===== src/hw/cmoc_pkg.sv =====
// What this block does
// - high impedance bit set enters low quiescent mode; cleared returns to normal
// - in high impedance with bus above lockout, regulator stays on, system on battery
// - restore bit returns all registers to defaults except the input voltage threshold
// - restore bit clears itself once the restore has finished
// - re-measure bit disables the converter for the threshold measurement
// - measurement done clears the re-measure bit and restarts the converter unless the high impedance bit is set
// - reverse supply runs only while its bit and the external pin are both high
// - optimizer bit one runs the optimizer, zero keeps it off
// - lower bit 1 opens the battery switch during high impedance mode
// - lower bit 0 selects the power monitor source in every mode, reverse supply or not
// - mode register at 35h/34h resets to zero, upper 2-0 and lower 7-2 reserved
// - alert option register at 37h/36h resets to 4a54h with its field layout
package cmoc_pkg;

  localparam logic [7:0]  MODE_LO_ADDR  = 8'h34;
  localparam logic [7:0]  MODE_HI_ADDR  = 8'h35;
  localparam logic [7:0]  ALERT_LO_ADDR = 8'h36;
  localparam logic [7:0]  ALERT_HI_ADDR = 8'h37;

  localparam int          HIZ_BIT       = 7;
  localparam int          RESTORE_BIT   = 6;
  localparam int          REMEASURE_BIT = 5;

  localparam logic [15:0] MODE_RESET    = 16'h0000;
  localparam logic [15:0] ALERT_RESET   = 16'h4a54;
  localparam logic [7:0]  MODE_HI_MASK  = 8'hf8;
  localparam logic [7:0]  MODE_LO_MASK  = 8'h03;
  localparam logic [7:0]  ALERT_HI_MASK = 8'hfe;
  localparam logic [7:0]  ALERT_LO_MASK = 8'hfe;
  localparam logic [7:0]  UNMAPPED_DATA = 8'h00;

  localparam int          CLK_PERIOD_NS   = 5;
  localparam int          RESTORE_TIME_NS = 20;
  localparam int          RESTORE_CYCLES  =
    (RESTORE_TIME_NS + CLK_PERIOD_NS - 1) / CLK_PERIOD_NS;
  localparam int          RESTORE_CNT_W   = 3;

  localparam int          SYNC_STAGES     = 3;

  typedef struct packed {
    logic       high_impedance_enable;
    logic       restore_defaults_command;
    logic       threshold_remeasure_command;
    logic       reverse_supply_enable;
    logic       input_optimizer_enable;
    logic [2:0] reserved_hi;
    logic [5:0] reserved_lo;
    logic       battery_switch_open_idle;
    logic       power_monitor_source_select;
  } cmoc_mode_type;

  typedef struct packed {
    logic [4:0] overcurrent_alert_threshold;
    logic [1:0] critical_current_deglitch;
    logic       reserved_hi;
    logic [1:0] system_voltage_alert_threshold;
    logic       alert_pulse_extension_enable;
    logic [1:0] alert_pulse_width;
    logic       alert_pulse_clear;
    logic       nominal_current_deglitch;
    logic       reserved_lo;
  } cmoc_alert_type;

  typedef struct packed {
    logic hiz_mode;
    logic regulator_on;
    logic system_from_battery;
    logic battery_switch_open;
    logic converter_disable;
    logic reverse_supply_active;
    logic optimizer_run;
    logic monitor_select;
    logic restore_pulse;
  } cmoc_out_type;

  typedef enum logic [0:0] {
    ST_IDLE,
    ST_RESTORE
  } cmoc_cmd_state_type;

endpackage


===== src/hw/cmoc_sync.sv =====
module cmoc_sync #(
  parameter int W = 1
) (
  input  wire logic         clk,
  input  wire logic         rst_n,
  input  wire logic         ce,
  input  wire logic [W-1:0] d,
  output logic      [W-1:0] q
);

  typedef struct packed {
    logic [W-1:0] s1;
    logic [W-1:0] s2;
    logic [W-1:0] s3;
    logic [W-1:0] q;
  } cmoc_sync_state_type;

  cmoc_sync_state_type st_ff;
  cmoc_sync_state_type nxt_st;

  if (W < 1) begin : g_chk
    $error("cmoc_sync: width must be at least one");
  end

  // s1 feeds only s2; a change is taken once s2 and s3 agree
  always_comb begin
    nxt_st    = st_ff;
    nxt_st.s1 = d;
    nxt_st.s2 = st_ff.s1;
    nxt_st.s3 = st_ff.s2;
    for (int i = 0; i < W; i++) begin
      if (st_ff.s2[i] == st_ff.s3[i]) begin
        nxt_st.q[i] = st_ff.s3[i];
      end
    end
  end

  always_ff @(posedge clk or negedge rst_n) begin
    if (!rst_n) begin
      st_ff <= '0;
    end else if (ce) begin
      st_ff <= nxt_st;
    end
  end

  assign q = st_ff.q;

endmodule // cmoc_sync


===== src/hw/cmoc_top.sv =====
module cmoc_top #(
  parameter int RESTORE_LEN = cmoc_pkg::RESTORE_CYCLES
) (
  input  wire logic       MCLK,
  input  wire logic       RESETN,
  input  wire logic       CE,
  input  wire logic [7:0] REG_ADDR,
  input  wire logic       REG_WR,
  input  wire logic [7:0] REG_WDATA,
  input  wire logic       REG_RD,
  output logic      [7:0] REG_RDATA,
  input  wire logic       REVERSE_PIN,
  input  wire logic       VBUS_ABOVE_UVLO,
  input  wire logic       MEASURE_DONE,
  output logic            HIZ_MODE,
  output logic            REGULATOR_ON,
  output logic            SYSTEM_FROM_BATTERY,
  output logic            BATTERY_SWITCH_OPEN,
  output logic            CONVERTER_DISABLE,
  output logic            REVERSE_SUPPLY_ACTIVE,
  output logic            OPTIMIZER_RUN,
  output logic            POWER_MONITOR_SELECT,
  output logic            RESTORE_PULSE,
  output logic     [15:0] ALERT_OPTION
);

  typedef struct packed {
    cmoc_pkg::cmoc_mode_type                    mode;
    cmoc_pkg::cmoc_alert_type                   alert;
    cmoc_pkg::cmoc_cmd_state_type               cmd;
    logic [cmoc_pkg::RESTORE_CNT_W-1:0]         restore_cnt;
    logic [7:0]                                 rdata;
    cmoc_pkg::cmoc_out_type                     out;
  } cmoc_state_type;

  localparam logic [cmoc_pkg::RESTORE_CNT_W-1:0] RESTORE_LOAD =
    cmoc_pkg::RESTORE_CNT_W'(RESTORE_LEN - 1);

  if (RESTORE_LEN < 1 || RESTORE_LEN > (1 << cmoc_pkg::RESTORE_CNT_W)) begin : g_chk
    $error("cmoc_top: restore length out of range");
  end

  logic           rst_meta_ff;
  logic           rst_n_ff;
  cmoc_state_type st_ff;
  cmoc_state_type nxt_st;
  logic [1:0]     pins_sync;
  logic           rev_pin_ok;
  logic           vbus_ok;

  // reset is released on the clock so no flop leaves reset mid-edge
  always_ff @(posedge MCLK or negedge RESETN) begin
    if (!RESETN) begin
      rst_meta_ff <= 1'b0;
      rst_n_ff    <= 1'b0;
    end else begin
      rst_meta_ff <= 1'b1;
      rst_n_ff    <= rst_meta_ff;
    end
  end

  cmoc_sync #(
    .W (2)
  ) u_pin_sync (
    .clk   (MCLK),
    .rst_n (rst_n_ff),
    .ce    (CE),
    .d     ({REVERSE_PIN, VBUS_ABOVE_UVLO}),
    .q     (pins_sync)
  );

  assign rev_pin_ok = pins_sync[1];
  assign vbus_ok    = pins_sync[0];

  always_comb begin
    logic [7:0] wd_hi;
    logic [7:0] wd_lo;
    logic       busy_restore;
    nxt_st       = st_ff;
    wd_hi        = REG_WDATA & cmoc_pkg::MODE_HI_MASK;
    wd_lo        = REG_WDATA & cmoc_pkg::MODE_LO_MASK;
    busy_restore = (st_ff.cmd == cmoc_pkg::ST_RESTORE);

    case (st_ff.cmd)
      cmoc_pkg::ST_IDLE: begin
        // measurement finishing ends the re-measure command
        if (st_ff.mode.threshold_remeasure_command && MEASURE_DONE) begin
          nxt_st.mode.threshold_remeasure_command = 1'b0;
        end
        if (REG_WR) begin
          case (REG_ADDR)
            cmoc_pkg::MODE_HI_ADDR: begin
              nxt_st.mode.high_impedance_enable = wd_hi[cmoc_pkg::HIZ_BIT];
              nxt_st.mode.reverse_supply_enable  = wd_hi[4];
              nxt_st.mode.input_optimizer_enable = wd_hi[3];
              // a one while already measuring changes nothing
              if (wd_hi[cmoc_pkg::REMEASURE_BIT] &&
                  !st_ff.mode.threshold_remeasure_command) begin
                nxt_st.mode.threshold_remeasure_command = 1'b1;
              end
              if (wd_hi[cmoc_pkg::RESTORE_BIT]) begin
                nxt_st.mode.restore_defaults_command = 1'b1;
                nxt_st.cmd                           = cmoc_pkg::ST_RESTORE;
                nxt_st.restore_cnt                   = RESTORE_LOAD;
              end
            end
            cmoc_pkg::MODE_LO_ADDR: begin
              nxt_st.mode.battery_switch_open_idle    = wd_lo[1];
              nxt_st.mode.power_monitor_source_select = wd_lo[0];
            end
            cmoc_pkg::ALERT_HI_ADDR: begin
              nxt_st.alert[15:8] = REG_WDATA & cmoc_pkg::ALERT_HI_MASK;
            end
            cmoc_pkg::ALERT_LO_ADDR: begin
              nxt_st.alert[7:0] = REG_WDATA & cmoc_pkg::ALERT_LO_MASK;
            end
            default: begin
            end
          endcase
        end
      end
      cmoc_pkg::ST_RESTORE: begin
        // writes are dropped here: the restore would overwrite them anyway
        if (st_ff.restore_cnt == '0) begin
          nxt_st.mode = cmoc_pkg::MODE_RESET;
          nxt_st.alert = cmoc_pkg::ALERT_RESET;
          nxt_st.cmd  = cmoc_pkg::ST_IDLE;
        end else begin
          nxt_st.restore_cnt = st_ff.restore_cnt - 1'b1;
        end
      end
      default: begin
        nxt_st.cmd = cmoc_pkg::ST_IDLE;
      end
    endcase

    if (REG_RD) begin
      case (REG_ADDR)
        cmoc_pkg::MODE_HI_ADDR:  nxt_st.rdata = st_ff.mode[15:8];
        cmoc_pkg::MODE_LO_ADDR:  nxt_st.rdata = st_ff.mode[7:0];
        cmoc_pkg::ALERT_HI_ADDR: nxt_st.rdata = st_ff.alert[15:8];
        cmoc_pkg::ALERT_LO_ADDR: nxt_st.rdata = st_ff.alert[7:0];
        default:                 nxt_st.rdata = cmoc_pkg::UNMAPPED_DATA;
      endcase
    end

    // outputs follow the next mode so they line up with the stored bits
    nxt_st.out.hiz_mode            = nxt_st.mode.high_impedance_enable;
    // regulator drops only in high impedance with the bus below lockout
    nxt_st.out.regulator_on        = !nxt_st.mode.high_impedance_enable || vbus_ok;
    nxt_st.out.system_from_battery = nxt_st.mode.high_impedance_enable;
    nxt_st.out.battery_switch_open = nxt_st.mode.high_impedance_enable &&
                                     nxt_st.mode.battery_switch_open_idle;
    nxt_st.out.converter_disable   = nxt_st.mode.high_impedance_enable ||
                                     nxt_st.mode.threshold_remeasure_command;
    nxt_st.out.reverse_supply_active = nxt_st.mode.reverse_supply_enable && rev_pin_ok;
    nxt_st.out.optimizer_run       = nxt_st.mode.input_optimizer_enable;
    nxt_st.out.monitor_select      = nxt_st.mode.power_monitor_source_select;
    nxt_st.out.restore_pulse       = (nxt_st.cmd == cmoc_pkg::ST_RESTORE) && !busy_restore;
  end

  always_ff @(posedge MCLK or negedge rst_n_ff) begin
    if (!rst_n_ff) begin
      st_ff       <= '0;
      st_ff.mode  <= cmoc_pkg::MODE_RESET;
      st_ff.alert <= cmoc_pkg::ALERT_RESET;
      st_ff.cmd   <= cmoc_pkg::ST_IDLE;
      st_ff.out.regulator_on <= 1'b1;
    end else if (CE) begin
      st_ff <= nxt_st;
    end
  end

  assign REG_RDATA             = st_ff.rdata;
  assign HIZ_MODE              = st_ff.out.hiz_mode;
  assign REGULATOR_ON          = st_ff.out.regulator_on;
  assign SYSTEM_FROM_BATTERY   = st_ff.out.system_from_battery;
  assign BATTERY_SWITCH_OPEN   = st_ff.out.battery_switch_open;
  assign CONVERTER_DISABLE     = st_ff.out.converter_disable;
  assign REVERSE_SUPPLY_ACTIVE = st_ff.out.reverse_supply_active;
  assign OPTIMIZER_RUN         = st_ff.out.optimizer_run;
  assign POWER_MONITOR_SELECT  = st_ff.out.monitor_select;
  assign RESTORE_PULSE         = st_ff.out.restore_pulse;
  assign ALERT_OPTION          = st_ff.alert;

  AST_HIZ_FOLLOWS_BIT: assert property (
    @(posedge MCLK) disable iff (!rst_n_ff)
    (CE && st_ff.cmd == cmoc_pkg::ST_IDLE && REG_WR && REG_ADDR == cmoc_pkg::MODE_HI_ADDR)
    |=> HIZ_MODE == $past(REG_WDATA[cmoc_pkg::HIZ_BIT])
  ) else $error("high impedance output does not follow the written bit");

  AST_HIZ_SUPPLY: assert property (
    @(posedge MCLK) disable iff (!rst_n_ff)
    (CE && st_ff.mode.high_impedance_enable && vbus_ok && !REG_WR &&
     st_ff.cmd == cmoc_pkg::ST_IDLE)
    |=> REGULATOR_ON && SYSTEM_FROM_BATTERY
  ) else $error("regulator or battery supply lost in high impedance");

  AST_RESTORE_DONE: assert property (
    @(posedge MCLK) disable iff (!rst_n_ff)
    (CE && st_ff.cmd == cmoc_pkg::ST_RESTORE && st_ff.restore_cnt == '0)
    |=> st_ff.mode == cmoc_pkg::MODE_RESET && st_ff.alert == cmoc_pkg::ALERT_RESET
  ) else $error("restore did not reload defaults");

  // a frozen clock enable stretches the restore, so such attempts are dropped
  AST_RESTORE_SELF_CLEAR: assert property (
    @(posedge MCLK) disable iff (!rst_n_ff || !CE)
    (st_ff.cmd == cmoc_pkg::ST_IDLE && REG_WR &&
     REG_ADDR == cmoc_pkg::MODE_HI_ADDR && REG_WDATA[cmoc_pkg::RESTORE_BIT])
    |=> st_ff.mode.restore_defaults_command ##[1:8] !st_ff.mode.restore_defaults_command
  ) else $error("restore bit did not clear itself");

  AST_RESTORE_READS_ONE: assert property (
    @(posedge MCLK) disable iff (!rst_n_ff)
    (st_ff.cmd == cmoc_pkg::ST_RESTORE) |-> st_ff.mode.restore_defaults_command
  ) else $error("restore bit reads zero while busy");

  AST_REMEASURE_DISABLES: assert property (
    @(posedge MCLK) disable iff (!rst_n_ff)
    st_ff.mode.threshold_remeasure_command |-> CONVERTER_DISABLE
  ) else $error("converter running during threshold measurement");

  AST_REMEASURE_END: assert property (
    @(posedge MCLK) disable iff (!rst_n_ff)
    (CE && st_ff.cmd == cmoc_pkg::ST_IDLE && st_ff.mode.threshold_remeasure_command &&
     MEASURE_DONE)
    |=> !st_ff.mode.threshold_remeasure_command
  ) else $error("re-measure bit not cleared after measurement");

  AST_REVERSE_NEEDS_PIN: assert property (
    @(posedge MCLK) disable iff (!rst_n_ff)
    (REVERSE_SUPPLY_ACTIVE && $past(CE)) |-> st_ff.mode.reverse_supply_enable &&
                                            $past(rev_pin_ok)
  ) else $error("reverse supply without bit and pin");

  AST_OPTIMIZER: assert property (
    @(posedge MCLK) disable iff (!rst_n_ff)
    (CE && st_ff.cmd == cmoc_pkg::ST_IDLE && REG_WR && REG_ADDR == cmoc_pkg::MODE_HI_ADDR)
    |=> OPTIMIZER_RUN == $past(REG_WDATA[3])
  ) else $error("optimizer state does not follow the written bit");

  AST_SWITCH_OPEN: assert property (
    @(posedge MCLK) disable iff (!rst_n_ff)
    BATTERY_SWITCH_OPEN == (st_ff.mode.high_impedance_enable &&
                            st_ff.mode.battery_switch_open_idle)
  ) else $error("battery switch state wrong");

  AST_MONITOR_SELECT: assert property (
    @(posedge MCLK) disable iff (!rst_n_ff)
    (CE && st_ff.cmd == cmoc_pkg::ST_IDLE && REG_WR && REG_ADDR == cmoc_pkg::MODE_LO_ADDR)
    |=> POWER_MONITOR_SELECT == $past(REG_WDATA[0])
  ) else $error("power monitor source does not follow the written bit");

  AST_MODE_READ: assert property (
    @(posedge MCLK) disable iff (!rst_n_ff)
    (CE && REG_RD && REG_ADDR == cmoc_pkg::MODE_HI_ADDR)
    |=> REG_RDATA == $past(st_ff.mode[15:8]) && REG_RDATA[2:0] == 3'h0
  ) else $error("mode upper byte read back wrong");

  AST_ALERT_RESET: assert property (
    @(posedge MCLK)
    $rose(rst_n_ff) |-> st_ff.alert == cmoc_pkg::ALERT_RESET
  ) else $error("alert option register not at reset value");

endmodule // cmoc_top


===== config.mk =====
export PLATFORM = sky130hd
export DESIGN_NAME = cmoc_top
export DESIGN_NICKNAME = d
export VERILOG_FILES = /design/src/hw/cmoc_pkg.sv /design/src/hw/cmoc_sync.sv /design/src/hw/cmoc_top.sv
export SDC_FILE = /design/constraint.sdc
export NUM_CORES = 1
export LEC_CHECK = 0
export BUFFER_PORTS_ARGS = -buffer_cell sky130_fd_sc_hd__buf_2
export CAP_MARGIN = 15
export CORE_MARGIN = 3
export CORE_UTILIZATION = 40
export DETAILED_ROUTE_END_ITERATION = 12
export PLACE_DENSITY = 0.7
export SLEW_MARGIN = 20
export SYNTH_ARGS = -nofsm -noshare
export SYNTH_HDL_FRONTEND = slang
export SYNTH_SLANG_ARGS = --single-unit

===== constraint.sdc =====
create_clock -name MCLK -period 2.4 [get_ports MCLK]
set_input_delay 0.48 -clock MCLK [delete_from_list [all_inputs] [get_ports MCLK]]
set_output_delay 0.48 -clock MCLK [all_outputs]
set_load 0.03 [all_outputs]

==> results of run 1 <==
==> sequential cells by signal, indices dropped and copies added, names as in the netlist, 2 cells and up <==
name / cells
u_pin_sync.st_ff: 2
st_ff: 8
u_pin_sync.q: 2
ALERT_OPTION: 14
REG_RDATA: 8
u_pin_sync.nxt_st: 4
==> logic make-up after synthesis <==
logic type,Yosys count,share of synthesized area
and+or+nand+nor,54,0.117
adders and majority gates,2,0.0102
other,2,0.00306
muxes,14,0.0627
DFF,48,0.493
buffers and inverters,47,0.113
AOI/OAI and AO/OA,77,0.198
xor gates and xnor gates,1,0.00357
==> worst reg2reg max path, stage by stage (launching register included) <==
cell and delay, ns:
dfrtp_1 0.36, inv_1 0.06, ha_1 0.21, and3b_1 0.19, o21ai_1 0.34, or2_0 0.38
o21ai_1 0.13
==> metal layers <==
layer  GRT usage  share of wire  vias up  wire length (um)
met4      0.0360         0.0086        0                48
met2       0.266           0.48       56              2660
met1       0.213           0.45      894              2520
li1            -              -      896                 -
met5           0              0        -                 0
met3      0.0393          0.062        6               348
==> cell type report <==
class,instances,share of cell area
clock buffer,8,0.0331
tap,72,0.0331
inverter,7,0.00965
timing repair buffer,62,0.122
sequential,48,0.445
multi-input combinational,151,0.357
==> placed cells by master, fill, tap and decap left out, types with 5 or more instances in the layout <==
| cell | synthesis | final |
|---|---|---|
| buf_4 | 25 | 7 |
| mux2_2 | 11 | 11 |
| nor2_1 | 7 | 7 |
| nand3_1 | 8 | 8 |
| o2bb2ai_1 | 5 | 5 |
| buf_2 | 6 | 54 |
| nor2b_1 | 6 | 6 |
| nand2_1 | 19 | 19 |
| o21ai_1 | 18 | 18 |
| clkbuf_8 | 0 | 6 |
| inv_1 | 7 | 7 |
| dfstp_2 | 7 | 7 |
| o21ai_0 | 22 | 22 |
| a21oi_1 | 11 | 11 |
| dfrtp_1 | 41 | 40 |
| a22oi_1 | 8 | 8 |
==> how the worst max path moves through the flow <==
| stage | end | slack, ns |
|---|---|---|
| 5_1_grt | BATTERY_SWITCH_OPEN$_DFFE_PN0P_ | 0.47 |
| 4_1_cts | ALERT_OPTION[10]$_DFFE_PN0P_ | 0.61 |
| 2_1_floorplan | ALERT_OPTION[1]$_DFFE_PN0P_ | 0.66 |
| 6_report | ALERT_OPTION[12]$_DFFE_PN0P_ | 0.56 |
| 3_3_place_gp | ALERT_OPTION[10]$_DFFE_PN0P_ | 0.37 |
| 3_5_place_dp | ALERT_OPTION[12]$_DFFE_PN0P_ | 0.29 |
==> repair_timing <==
action,CTS,global route
hold endpoints to repair,2,0
endpoints found under the setup margin,0,0
hold buffers,1,0
==> per-stage QoR <==
step,util,setup slack (ns)
after detailed placement,0.459,0.289
final,0.477,0.556
after floorplan,-,0.659
after global routing,0.477,0.465
after global placement,0.459,0.375
after CTS,0.477,0.614
==> power groups by stage <==
stage          registers, uW  clock network [uW]  logic, uW
6_report                 928                 492        268
5_1_grt                  938                 538        295
4_1_cts                  928                 512        270
2_1_floorplan            973                   0        153
3_3_place_gp             943                   0        263
3_5_place_dp             943                   0        269
==> summary.md, run 1 <==
| Metric | Value |
|---|---|
| Nets | 301 |
| Dpl cells | between 300 and 400 |
| Status | completed |
| Sequential share of power | 0.550 |
| Initial Utilization | 0.430 |
| Internal | ~1200 uW |
| Grt ovf | 0 |
| CP startpoint kind | input port |
| Largest cells by area after synthesis | dfrtp_1 42%, buf_4 7.6%, dfstp_2 7.5% |
| CP Data Arrival Time | between 2 and 2.5 ns |
| Relative slew slack | 0.600 |
| CTS tree | yes |
| Post-route DRC | 0 |
| Count leader, synth | dfrtp_1 |
| Fraction of layout cells with a size suffix above 1 | 0.330 |
| Share of the yosys chip area belonging to registers | 0.493 |
| Die Span X | roughly 84 um |
| Clock power share | 0.292 |
| EDFF count, synth | 0 |
| Final ANT Viol Nets | 0 |
| Area of the multi-input gates | 972 sq um |
| H-Tree Depth | 2 |
| Total number of vias | about 1.9k |
| Placed instance area | between 2000 and 3000 sq um |
| Ys async rst share | 1.00 |
| Reg area | 1210 sq um |
| VDD IR max | around 0.0004 V |
| Crit path max-delay family | simple AND/OR/NAND/NOR gates |
| Num CTS Buffers | 5 |
| Critical Path, Cell by Cell | buf_2 -> nor4b_4 -> a41oi_2 -> or2_0 -> o2bb2ai_1 |
| Largest net degree at the start of global routing | 29 |
| Synthesis warning total | 0 |
| Synthesized area | 2460 sq um |
| Top FF cell, synth | dfrtp_1 |
| Worst path slowest cell | nor4b_4 |
| Post CTS Setup Buffer Count | 0 |
| Critical path origin | REG_ADDR[7] |
| Die area | around 7100 sq um |
| Final hold violations | 0 |
| Endpoints failing setup | 0 |
| Logic pwr share | 0.159 |
| Vias in the first global route | roughly 1.9k |
| Worst setup EP type | flop |
| Diode count | 0 |
| Design Area, Final | between 2000 and 3000 sq um |
| Crit share post-route | 0.768 |
| R2R depth | 6 |
| CP Buf/Inv Count | 1 |
| Max Fclk | 542 MHz |
| Initial DRC count | about 130 |
| Initial antenna violation count | 0 |
| Setup Skew | 0.00713 ns |
| Hpwl dp | 4250 um |
| Synth top area share | 0.418 |
| Core area | approximately 5700 sq um |
| Layout fillers | roughly 550 |
| P per Cell Area | slightly above 600 nW/um^2 |
| DRT Wirelength | 5580 um |
| Port Buffers | between 50 and 60 |
| Cell count along the critical path | 5 |
| Synth cell types | 39 |
| Ports | 57 |
| Synth cell count leaders | 41 x dfrtp_1, 25 x buf_4, 22 x o21ai_0 |
| RSZ-0062 raised after global routing | no |
| R2R Setup Slk | 0.60 ns |
| Tot GR Track Use | 0.160 |
| Crit Path Class | in -> reg |
| Fin Setup TNS | 0 ns |
| Crit path time final | about 1.8 ns |
| # resized after CTS | 0 |
| WP data required | between 2 and 3 ns |
| Area leader, netlist | dfrtp_1 |
| Largest stage delay on the critical path | roughly 0.5 ns |
| Row count | 27 |
| Area growth, synth to finish | 10.9% |
| Non-Filler Instances | ~350 |
| Worst Max-Slew Pin Slew | ~0.6 ns |
| Die Span Y | between 80 and 90 um |
| Gpl congestion | roughly 0.84 |
| Reg2Reg Launch Point | st_ff[17]$_DFFE_PN0P_ |
| Final-report max-slew violation count | 0 |
| Max Cap Violations | 0 |
| DR pass1 iterations | 4 |
| Root buffer selected by CTS | clkbuf_8 |
| Critical path fanouts, max | 8 |
| Latest clock arrival within the worst-skew pair | about 0.3 ns |
| Clock Path Buffers | 2 |
| Switching power | between 400 and 500 uW |
| Cells after Synth | 245 |
| Seq cells post-synth | 48 |
| Sw Ratio | 0.283 |
| Leak Pwr | approximately 0.0013 uW |
| Routed wire per std cell | approximately 16 um |
| R2R Path End | ALERT_OPTION[15]$_DFFE_PN0P_ |
| Hold_ws | between 0.2 and 0.3 ns |
| Hold Path Class | reg -> async |
| Syn avg cell area | around 10 sq um |
| Drt via density | between 5 and 6 |
| Total chip power | roughly 1700 uW |
| CTS clk-pin slew, worst paths | 0.09 ns |
| Clk sinks | 48 |
| First-pass GRT wire length | between 9000 and 10000 um |
Power figures use the tool's default switching activity.
==> run 2: changes to the inputs <==
ABC_AREA = 1   (was not set)
PLACE_DENSITY = 0.72   (was 0.7)
clock period = 1.6 ns   (was 2.4 ns; I/O delays follow)
==> run 2 against run 1 <==
Compared with the run above:
- critical path depth grew 5
- power increased by 130%
- synthesized area rose by 5.7%
- clock skew rose by 0.0016 ns
- sequential power rose by 94%
- final cell count is 26% higher
- largest power group unchanged
- global-route usage grew 0.97 points
- die area grew 5.2%
==> summary.md, run 2 <==
| Metric | Value |
|---|---|
| Status | completed (unchanged) |
| Ports | 57 (unchanged) |
| Area growth, synth to finish | 15.8% (was 10.9%) |
| Area leader, netlist | dfrtp_1 (unchanged) |
| Reg2Reg Launch Point | st_ff[18]$_DFFE_PN0P_ (was st_ff[17]$_DFFE_PN0P_) |
| Synth cell types | 29 (was 39) |
| First-pass GRT wire length | 10000 um (was 9210 um) |
| Tot GR Track Use | 0.170 (was 0.160) |
| Top FF cell, synth | dfrtp_1 (unchanged) |
| EDFF count, synth | 0 (unchanged) |
| Dpl ws | 0.0547 ns (was 0.289 ns) |
| Num CTS Buffers | 5 (unchanged) |
| Gpl congestion | 0.869 (was 0.841) |
| Root buffer selected by CTS | clkbuf_8 (unchanged) |
| CTS tree | yes (unchanged) |
| Fraction of layout cells with a size suffix above 1 | 0.351 (was 0.330) |
| H-Tree Depth | 2 (unchanged) |
| Setup WS post-layout | 0.0727 ns (was 0.556 ns) |
| Max Fclk | roughly 650 MHz |
| CTS clk-pin slew, worst paths | 0.09 ns (about the same) |
| Leak Pwr | 0.00163 uW (was 0.00129 uW) |
| Most frequent cells in the layout | 98 x nand2_1, 54 x buf_2, 39 x dfrtp_1 (was 54 x buf_2, 40 x dfrtp_1, 22 x o21ai_0) |
| Flip-flop count of the largest register after layout | 14 (unchanged) |
| Critical path origin | st_ff[18]$_DFFE_PN0P_ (was REG_ADDR[7]) |
| Total number of vias | 2144 (was 1852) |
| Largest cells by area after synthesis | dfrtp_1 40%, nand2_1 14%, buf_4 7.2% (was dfrtp_1 42%, buf_4 7.6%, dfstp_2 7.5%) |
| Nets | 387 (was 301) |
| Initial Utilization | 0.426 (was 0.430) |
| Endpoints failing setup | 0 (unchanged) |
| Ys async rst share | 1.00 (unchanged) |
| Final ANT Viol Nets | 0 (unchanged) |
| Total chip power | 3800 uW (was 1690 uW) |
| Final-report max-slew violation count | 0 (unchanged) |
| Layout Utilization | 0.493 (was 0.477) |
| Drt via density | 4.91 (was 5.32) |
| Port Buffers | 54 (unchanged) |
| Die Span Y | 86.5 um (was 84.4 um) |
| Clock Path Buffers | 2 (unchanged) |
| Cells after Synth | 313 (was 245) |
| Synthesized area | 2590 sq um (was 2460 sq um) |
| VDD IR max | 0.000711 V (was 0.000408 V) |
| Row count | 28 (was 27) |
| Switching power | 1510 uW (was 477 uW) |
| Post-route DRC | 0 (unchanged) |
| Crit share post-route | 0.955 |
| DR pass1 iterations | 4 (unchanged) |
| Initial DRC count | 157 (was 128) |
| Syn avg cell area | 8.29 sq um (was 10.0 sq um) |
| Largest net degree at the start of global routing | 30 (was 29) |
| Clk sinks | 48 (unchanged) |
| Hold Path Class | reg -> async (unchanged) |
| Die area | 7490 sq um (was 7120 sq um) |
| Share of the yosys chip area belonging to registers | 0.466 (was 0.493) |
| Worst setup EP type | flop (unchanged) |
| Sequential share of power | 0.473 (was 0.550) |
| Max Cap Violations | 0 (unchanged) |
| R2R depth | 10 (was 6) |
| Crit path time final | about 1.5 ns |
| P per Cell Area | 1270 nW/um^2 (was 620 nW/um^2) |
| Latest clock arrival within the worst-skew pair | 0.30 ns (about the same) |
| Final hold violations | 0 (unchanged) |
| R2R Path End | ALERT_OPTION[1]$_DFFE_PN0P_ (was ALERT_OPTION[15]$_DFFE_PN0P_) |
| Synthesis warning total | 0 (unchanged) |
| Critical path fanouts, max | 12 (was 8) |
| Die Span X | 86.5 um (was 84.4 um) |
| Count leader, synth | nand2_1 (was dfrtp_1) |
| Core area | 6100 sq um (was 5710 sq um) |
| Crit Path Class | reg -> reg (was in -> reg) |
| Hpwl dp | 4620 um (was 4250 um) |
| WP data required | 1.79 ns (was 2.58 ns) |
| Sw Ratio | 0.397 (was 0.283) |
| Setup Skew | 0.00878 ns (was 0.00713 ns) |
| Seq cells post-synth | 48 (unchanged) |
| Vias in the first global route | 2153 (was 1864) |
| R2R Setup Slk | 0.07 ns (was 0.60 ns) |
| Clock power share | 0.183 (was 0.292) |
| Initial antenna violation count | 0 (unchanged) |
| Most common cell after layout, fill and taps aside | nand2_1 (was buf_2) |
| Logic pwr share | 0.343 (was 0.159) |
| Grt ovf | 0 (unchanged) |
| Internal | 2290 uW (was 1210 uW) |
| DRT Wirelength | 6080 um (was 5580 um) |
| Diode count | 0 (unchanged) |
| Synth top area share | 0.395 (was 0.418) |
| CP startpoint kind | flop (was input port) |
| CP Data Arrival Time | 1.72 ns (was 2.02 ns) |
| Synth cell count leaders | 99 x nand2_1, 41 x dfrtp_1, 34 x nand3_1 (was 41 x dfrtp_1, 25 x buf_4, 22 x o21ai_0) |
| Routed wire per std cell | 13.9 um (was 16.0 um) |
-- run 2: cell count changes in the layout (fill, tap and decap cells not counted), sizes merged, moves of 5 or more --
| cell | previous run | this run |
|---|---|---|
| a22oi | 8 | 0 |
| buf | 61 | 71 |
| inv | 7 | 25 |
| mux2 | 11 | 0 |
| nand2 | 19 | 112 |
| nand3 | 8 | 34 |
| nor2 | 7 | 13 |
| nor2b | 6 | 0 |
| o211ai | 0 | 6 |
| o21ai | 40 | 24 |
| o2bb2ai | 5 | 0 |
-- run 2: cell families (layout without fill, tap and decap cells) --
kind of cell / Yosys count / after routing / share of synthesized area
other: 2 / 3 / 0.00289
buffers and inverters: 59 / 106 / 0.132
flip-flops: 48 / 48 / 0.466
adder cells (fa/ha/maj): 2 / 2 / 0.00964
AO/OA/AOI/OAI: 39 / 39 / 0.101
AND/OR/NAND/NOR: 163 / 164 / 0.288
-- run 2: final cells by class --
type                    count  area (sq um)
fillers                   622          3090
flip-flops and latches     48          1210
multi-input cells         208          1080
repair buffers             72           433
inverters                  26           100
well taps                  75          93.8
clock buffers               7          76.3
clock inverters             1          5.00
-- run 2: power by group through the flow --
stage | Sequential [uW] | Combinational [uW] | Clock, uW
after floorplan | 1800 | 1020 | 0
after global placement | 1810 | 1200 | 0
after detailed placement | 1820 | 1230 | 0
after CTS | 1790 | 1240 | 724
after global routing | 1840 | 1430 | 768
final | 1800 | 1310 | 697
-- run 2: metrics by stage --
step	setup TNS [ns]	cells	hold slack (ns)	cell area, sq um
finish	0	437	0.198	3010
global route	-0.0982	437	0.231	3010
CTS	0	435	0.215	2950
detailed placement	0	426	0.106	2850
global placement	0	426	0.107	2850
floorplan	0	314	0.0244	2600
-- run 2: routing by layer --
metal  routed length (um)  global-route usage  vias up
li1                     -                   -     1063
met1                 2600               0.222      992
met2                 2940               0.283       78
met3                  424              0.0295       11
met4                  111              0.0609        0
met5                    0                   0        -
-- run 2: worst max-delay path by stage --
stage	cells after the start	slack, ns	endpoint
2_1_floorplan	10	0.01	ALERT_OPTION[13]$_DFFE_PN0P_
3_3_place_gp	6	0.09	st_ff[17]$_DFFE_PN0P_
3_5_place_dp	9	0.05	POWER_MONITOR_SELECT$_DFFE_PN0P_
4_1_cts	9	0.04	POWER_MONITOR_SELECT$_DFFE_PN0P_
5_1_grt	10	-0.03	ALERT_OPTION[1]$_DFFE_PN0P_
6_report	10	0.07	ALERT_OPTION[1]$_DFFE_PN0P_
-- run 2: timing repair --
action	in CTS	in global routing
hold buffers	1	0
setup buffers	0	1
endpoints found under the hold margin	2	0
resized for setup	0	11
endpoints found under the setup margin	0	17
-- run 2: critical path: stages (launching register included) --
cell and delay [ns]:
dfrtp_1 0.38, inv_2 0.09, ha_4 0.13, inv_2 0.04, nor2_4 0.12, nand2_2 0.09
a21oi_4 0.17, buf_12 0.14, nand2_4 0.12, nand2_1 0.10, o21ai_2 0.05
==> run 3: changes to the inputs <==
RECOVER_POWER = 100   (was not set)
==> run 3 against run 2 <==
Compared with the run above:
- utilization fell by 1.5 points
- non-clock buffer count unchanged
- highest routed layer unchanged
- worst setup slack better by 0.0038 ns
- hold slack improved by 0.028 ns
==> summary.md, run 3 (synthesis results as in run 2) <==
| Metric | Value |
|---|---|
| Status | completed (unchanged) |
| Leak Pwr | 0.00147 uW (was 0.00163 uW) |
| DR pass1 iterations | 5 (was 4) |
| H-Tree Depth | 2 (unchanged) |
| CP Data Arrival Time | 1.72 ns (about the same) |
| VDD IR max | 0.000702 V (was 0.000711 V) |
| R2R depth | 10 (unchanged) |
| First-pass GRT wire length | 10000 um (unchanged) |
| DRT Wirelength | 6110 um (was 6080 um) |
| Initial antenna violation count | 0 (unchanged) |
| Final ANT Viol Nets | 0 (unchanged) |
| Hold Path Class | in -> reg (was reg -> async) |
| CP startpoint kind | flop (unchanged) |
| Port Buffers | 54 (unchanged) |
| CTS clk-pin slew, worst paths | 0.08 ns (was 0.09 ns) |
| Setup WS post-layout | 0.0764 ns (was 0.0727 ns) |
| Root buffer selected by CTS | clkbuf_8 (unchanged) |
| Largest net degree at the start of global routing | 30 (unchanged) |
| Most frequent cells in the layout | 99 x nand2_1, 40 x dfrtp_1, 39 x clkbuf_1 (was 98 x nand2_1, 54 x buf_2, 39 x dfrtp_1) |
| Fraction of layout cells with a size suffix above 1 | 0.240 (was 0.351) |
| Die Span Y | 86.5 um (unchanged) |
| Final hold violations | 0 (unchanged) |
| Max Fclk | 656 MHz (was 655 MHz) |
| Min-Delay Path Depth | 3 |
| Critical path fanouts, max | 12 (unchanged) |
| Hpwl dp | 4620 um (unchanged) |
| Flip-flop count of the largest register after layout | 14 (unchanged) |
| Post-route DRC | 0 (unchanged) |
| Die area | 7490 sq um (unchanged) |
| Gpl congestion | 0.869 (unchanged) |
| Initial Utilization | 0.426 (unchanged) |
| Worst setup EP type | flop (unchanged) |
| Latest clock arrival within the worst-skew pair | 0.30 ns (about the same) |
| Max Cap Violations | 0 (unchanged) |
| Diode count | 0 (unchanged) |
| Clk sinks | 48 (unchanged) |
| R2R Path End | ALERT_OPTION[1]$_DFFE_PN0P_ (unchanged) |
| Initial DRC count | 157 (unchanged) |
| Placed instance area | 2850 sq um (unchanged) |
| Most common cell after layout, fill and taps aside | nand2_1 (unchanged) |
| R2R Setup Slk | 0.08 ns (was 0.07 ns) |
| Crit path time final | 1.52 ns (was 1.53 ns) |
| Critical path origin | st_ff[18]$_DFFE_PN0P_ (unchanged) |
| Drt via density | 4.96 (was 4.91) |
| Grt ovf | 0 (unchanged) |
| Vias in the first global route | 2153 (unchanged) |
| Core area | 6100 sq um (unchanged) |
| Reg2Reg Launch Point | st_ff[18]$_DFFE_PN0P_ (unchanged) |
| Setup Skew | 0.00984 ns (was 0.00878 ns) |
| P per Cell Area | 1280 nW/um^2 (was 1270 nW/um^2) |
| WP data required | 1.80 ns (was 1.79 ns) |
| Ports | 57 (unchanged) |
| Routed wire per std cell | 14.0 um (was 13.9 um) |
| Crit Path Class | reg -> reg (unchanged) |
| CTS tree | yes (unchanged) |
| Row count | 28 (unchanged) |
| Final-report max-slew violation count | 0 (unchanged) |
| Clock Path Buffers | 2 (unchanged) |
| Area growth, synth to finish | 12.4% (was 15.8%) |
| Crit share post-route | 0.952 (was 0.955) |
| Worst hold path startpoint | VBUS_ABOVE_UVLO |
| Nets | 387 (unchanged) |
| Hold path endpoint | u_pin_sync.nxt_st[4]$_DFFE_PN0P_ |
| Worst Max-Slew Pin Slew | roughly 0.84 ns |
| Die Span X | 86.5 um (unchanged) |
| Relative slew slack | 0.437 |
| Design Area, Final | 2920 sq um (was 3010 sq um) |
| Tot GR Track Use | 0.170 (unchanged) |
| Dpl ws | 0.0547 ns (unchanged) |
| Total number of vias | 2167 (was 2144) |
| Endpoints failing setup | 0 (unchanged) |
| Num CTS Buffers | 5 (unchanged) |
-- run 3: changes by cell type in the layout (fill, tap and decap cells not counted), sizes merged --
cell and delta:
clkbuf +38, buf -38
-- run 3: worst max-delay path: stages, from the launching register on --
cell and delay [ns]:
dfrtp_1 0.38, inv_2 0.09, ha_4 0.13, inv_2 0.04, nor2_4 0.12, nand2_2 0.09
a21oi_4 0.17, buf_12 0.14, nand2_4 0.12, nand2_1 0.10, o21ai_2 0.05
-- run 3: power by group --
part           internal (uW)  switching [uW]
Sequential              1540             266
Combinational            385             856
Clock                    308             394
-- run 3: cell type report --
| class | count | area, sq um |
|---|---|---|
| Fill cell | 646 | 3180 |
| Sequential cell | 48 | 1210 |
| Multi-Input combinational cell | 208 | 1070 |
| Timing Repair Buffer | 72 | 364 |
| Inverter | 26 | 100 |
| Tap cell | 75 | 93.8 |
| Clock buffer | 7 | 76.3 |
| Clock inverter | 1 | 5.00 |
-- run 3: stage by stage --
step / power, uW / cells / hold WS [ns] / setup TNS (ns) / util
floorplan: 2810 / 314 / 0.0244 / 0 / -
global route: 3990 / 437 / 0.231 / -0.0791 / 0.478
CTS: 3760 / 435 / 0.215 / 0 / 0.483
finish: 3750 / 437 / 0.226 / 0 / 0.478
detailed placement: 3050 / 426 / 0.106 / 0 / 0.468
global placement: 3010 / 426 / 0.107 / 0 / 0.468
-- run 3: layer usage --
metal | wire (um) | global-route usage | share of wire | vias to the layer above
li1 | - | - | - | 1063
met1 | 2670 | 0.222 | 0.44 | 1009
met5 | 0 | 0 | 0 | -
met4 | 100 | 0.0609 | 0.016 | 0
met2 | 2950 | 0.283 | 0.48 | 84
met3 | 391 | 0.0295 | 0.064 | 11
-- run 3: worst max-delay path by stage --
stage                                       end  slack [ns]  depth (start not counted)
3_3_place_gp              st_ff[17]$_DFFE_PN0P_        0.09                          6
6_report            ALERT_OPTION[1]$_DFFE_PN0P_        0.08                         10
4_1_cts        POWER_MONITOR_SELECT$_DFFE_PN0P_        0.04                          9
5_1_grt             ALERT_OPTION[1]$_DFFE_PN0P_       -0.03                         10
3_5_place_dp   POWER_MONITOR_SELECT$_DFFE_PN0P_        0.05                          9
2_1_floorplan      ALERT_OPTION[13]$_DFFE_PN0P_        0.01                         10
-- run 3: what timing repair did --
item                       CTS  global route
setup endpoints to repair    0            17
hold buffers                 1             0
hold endpoints to repair     2             0
gates resized for setup      0            11
setup buffers                0             1
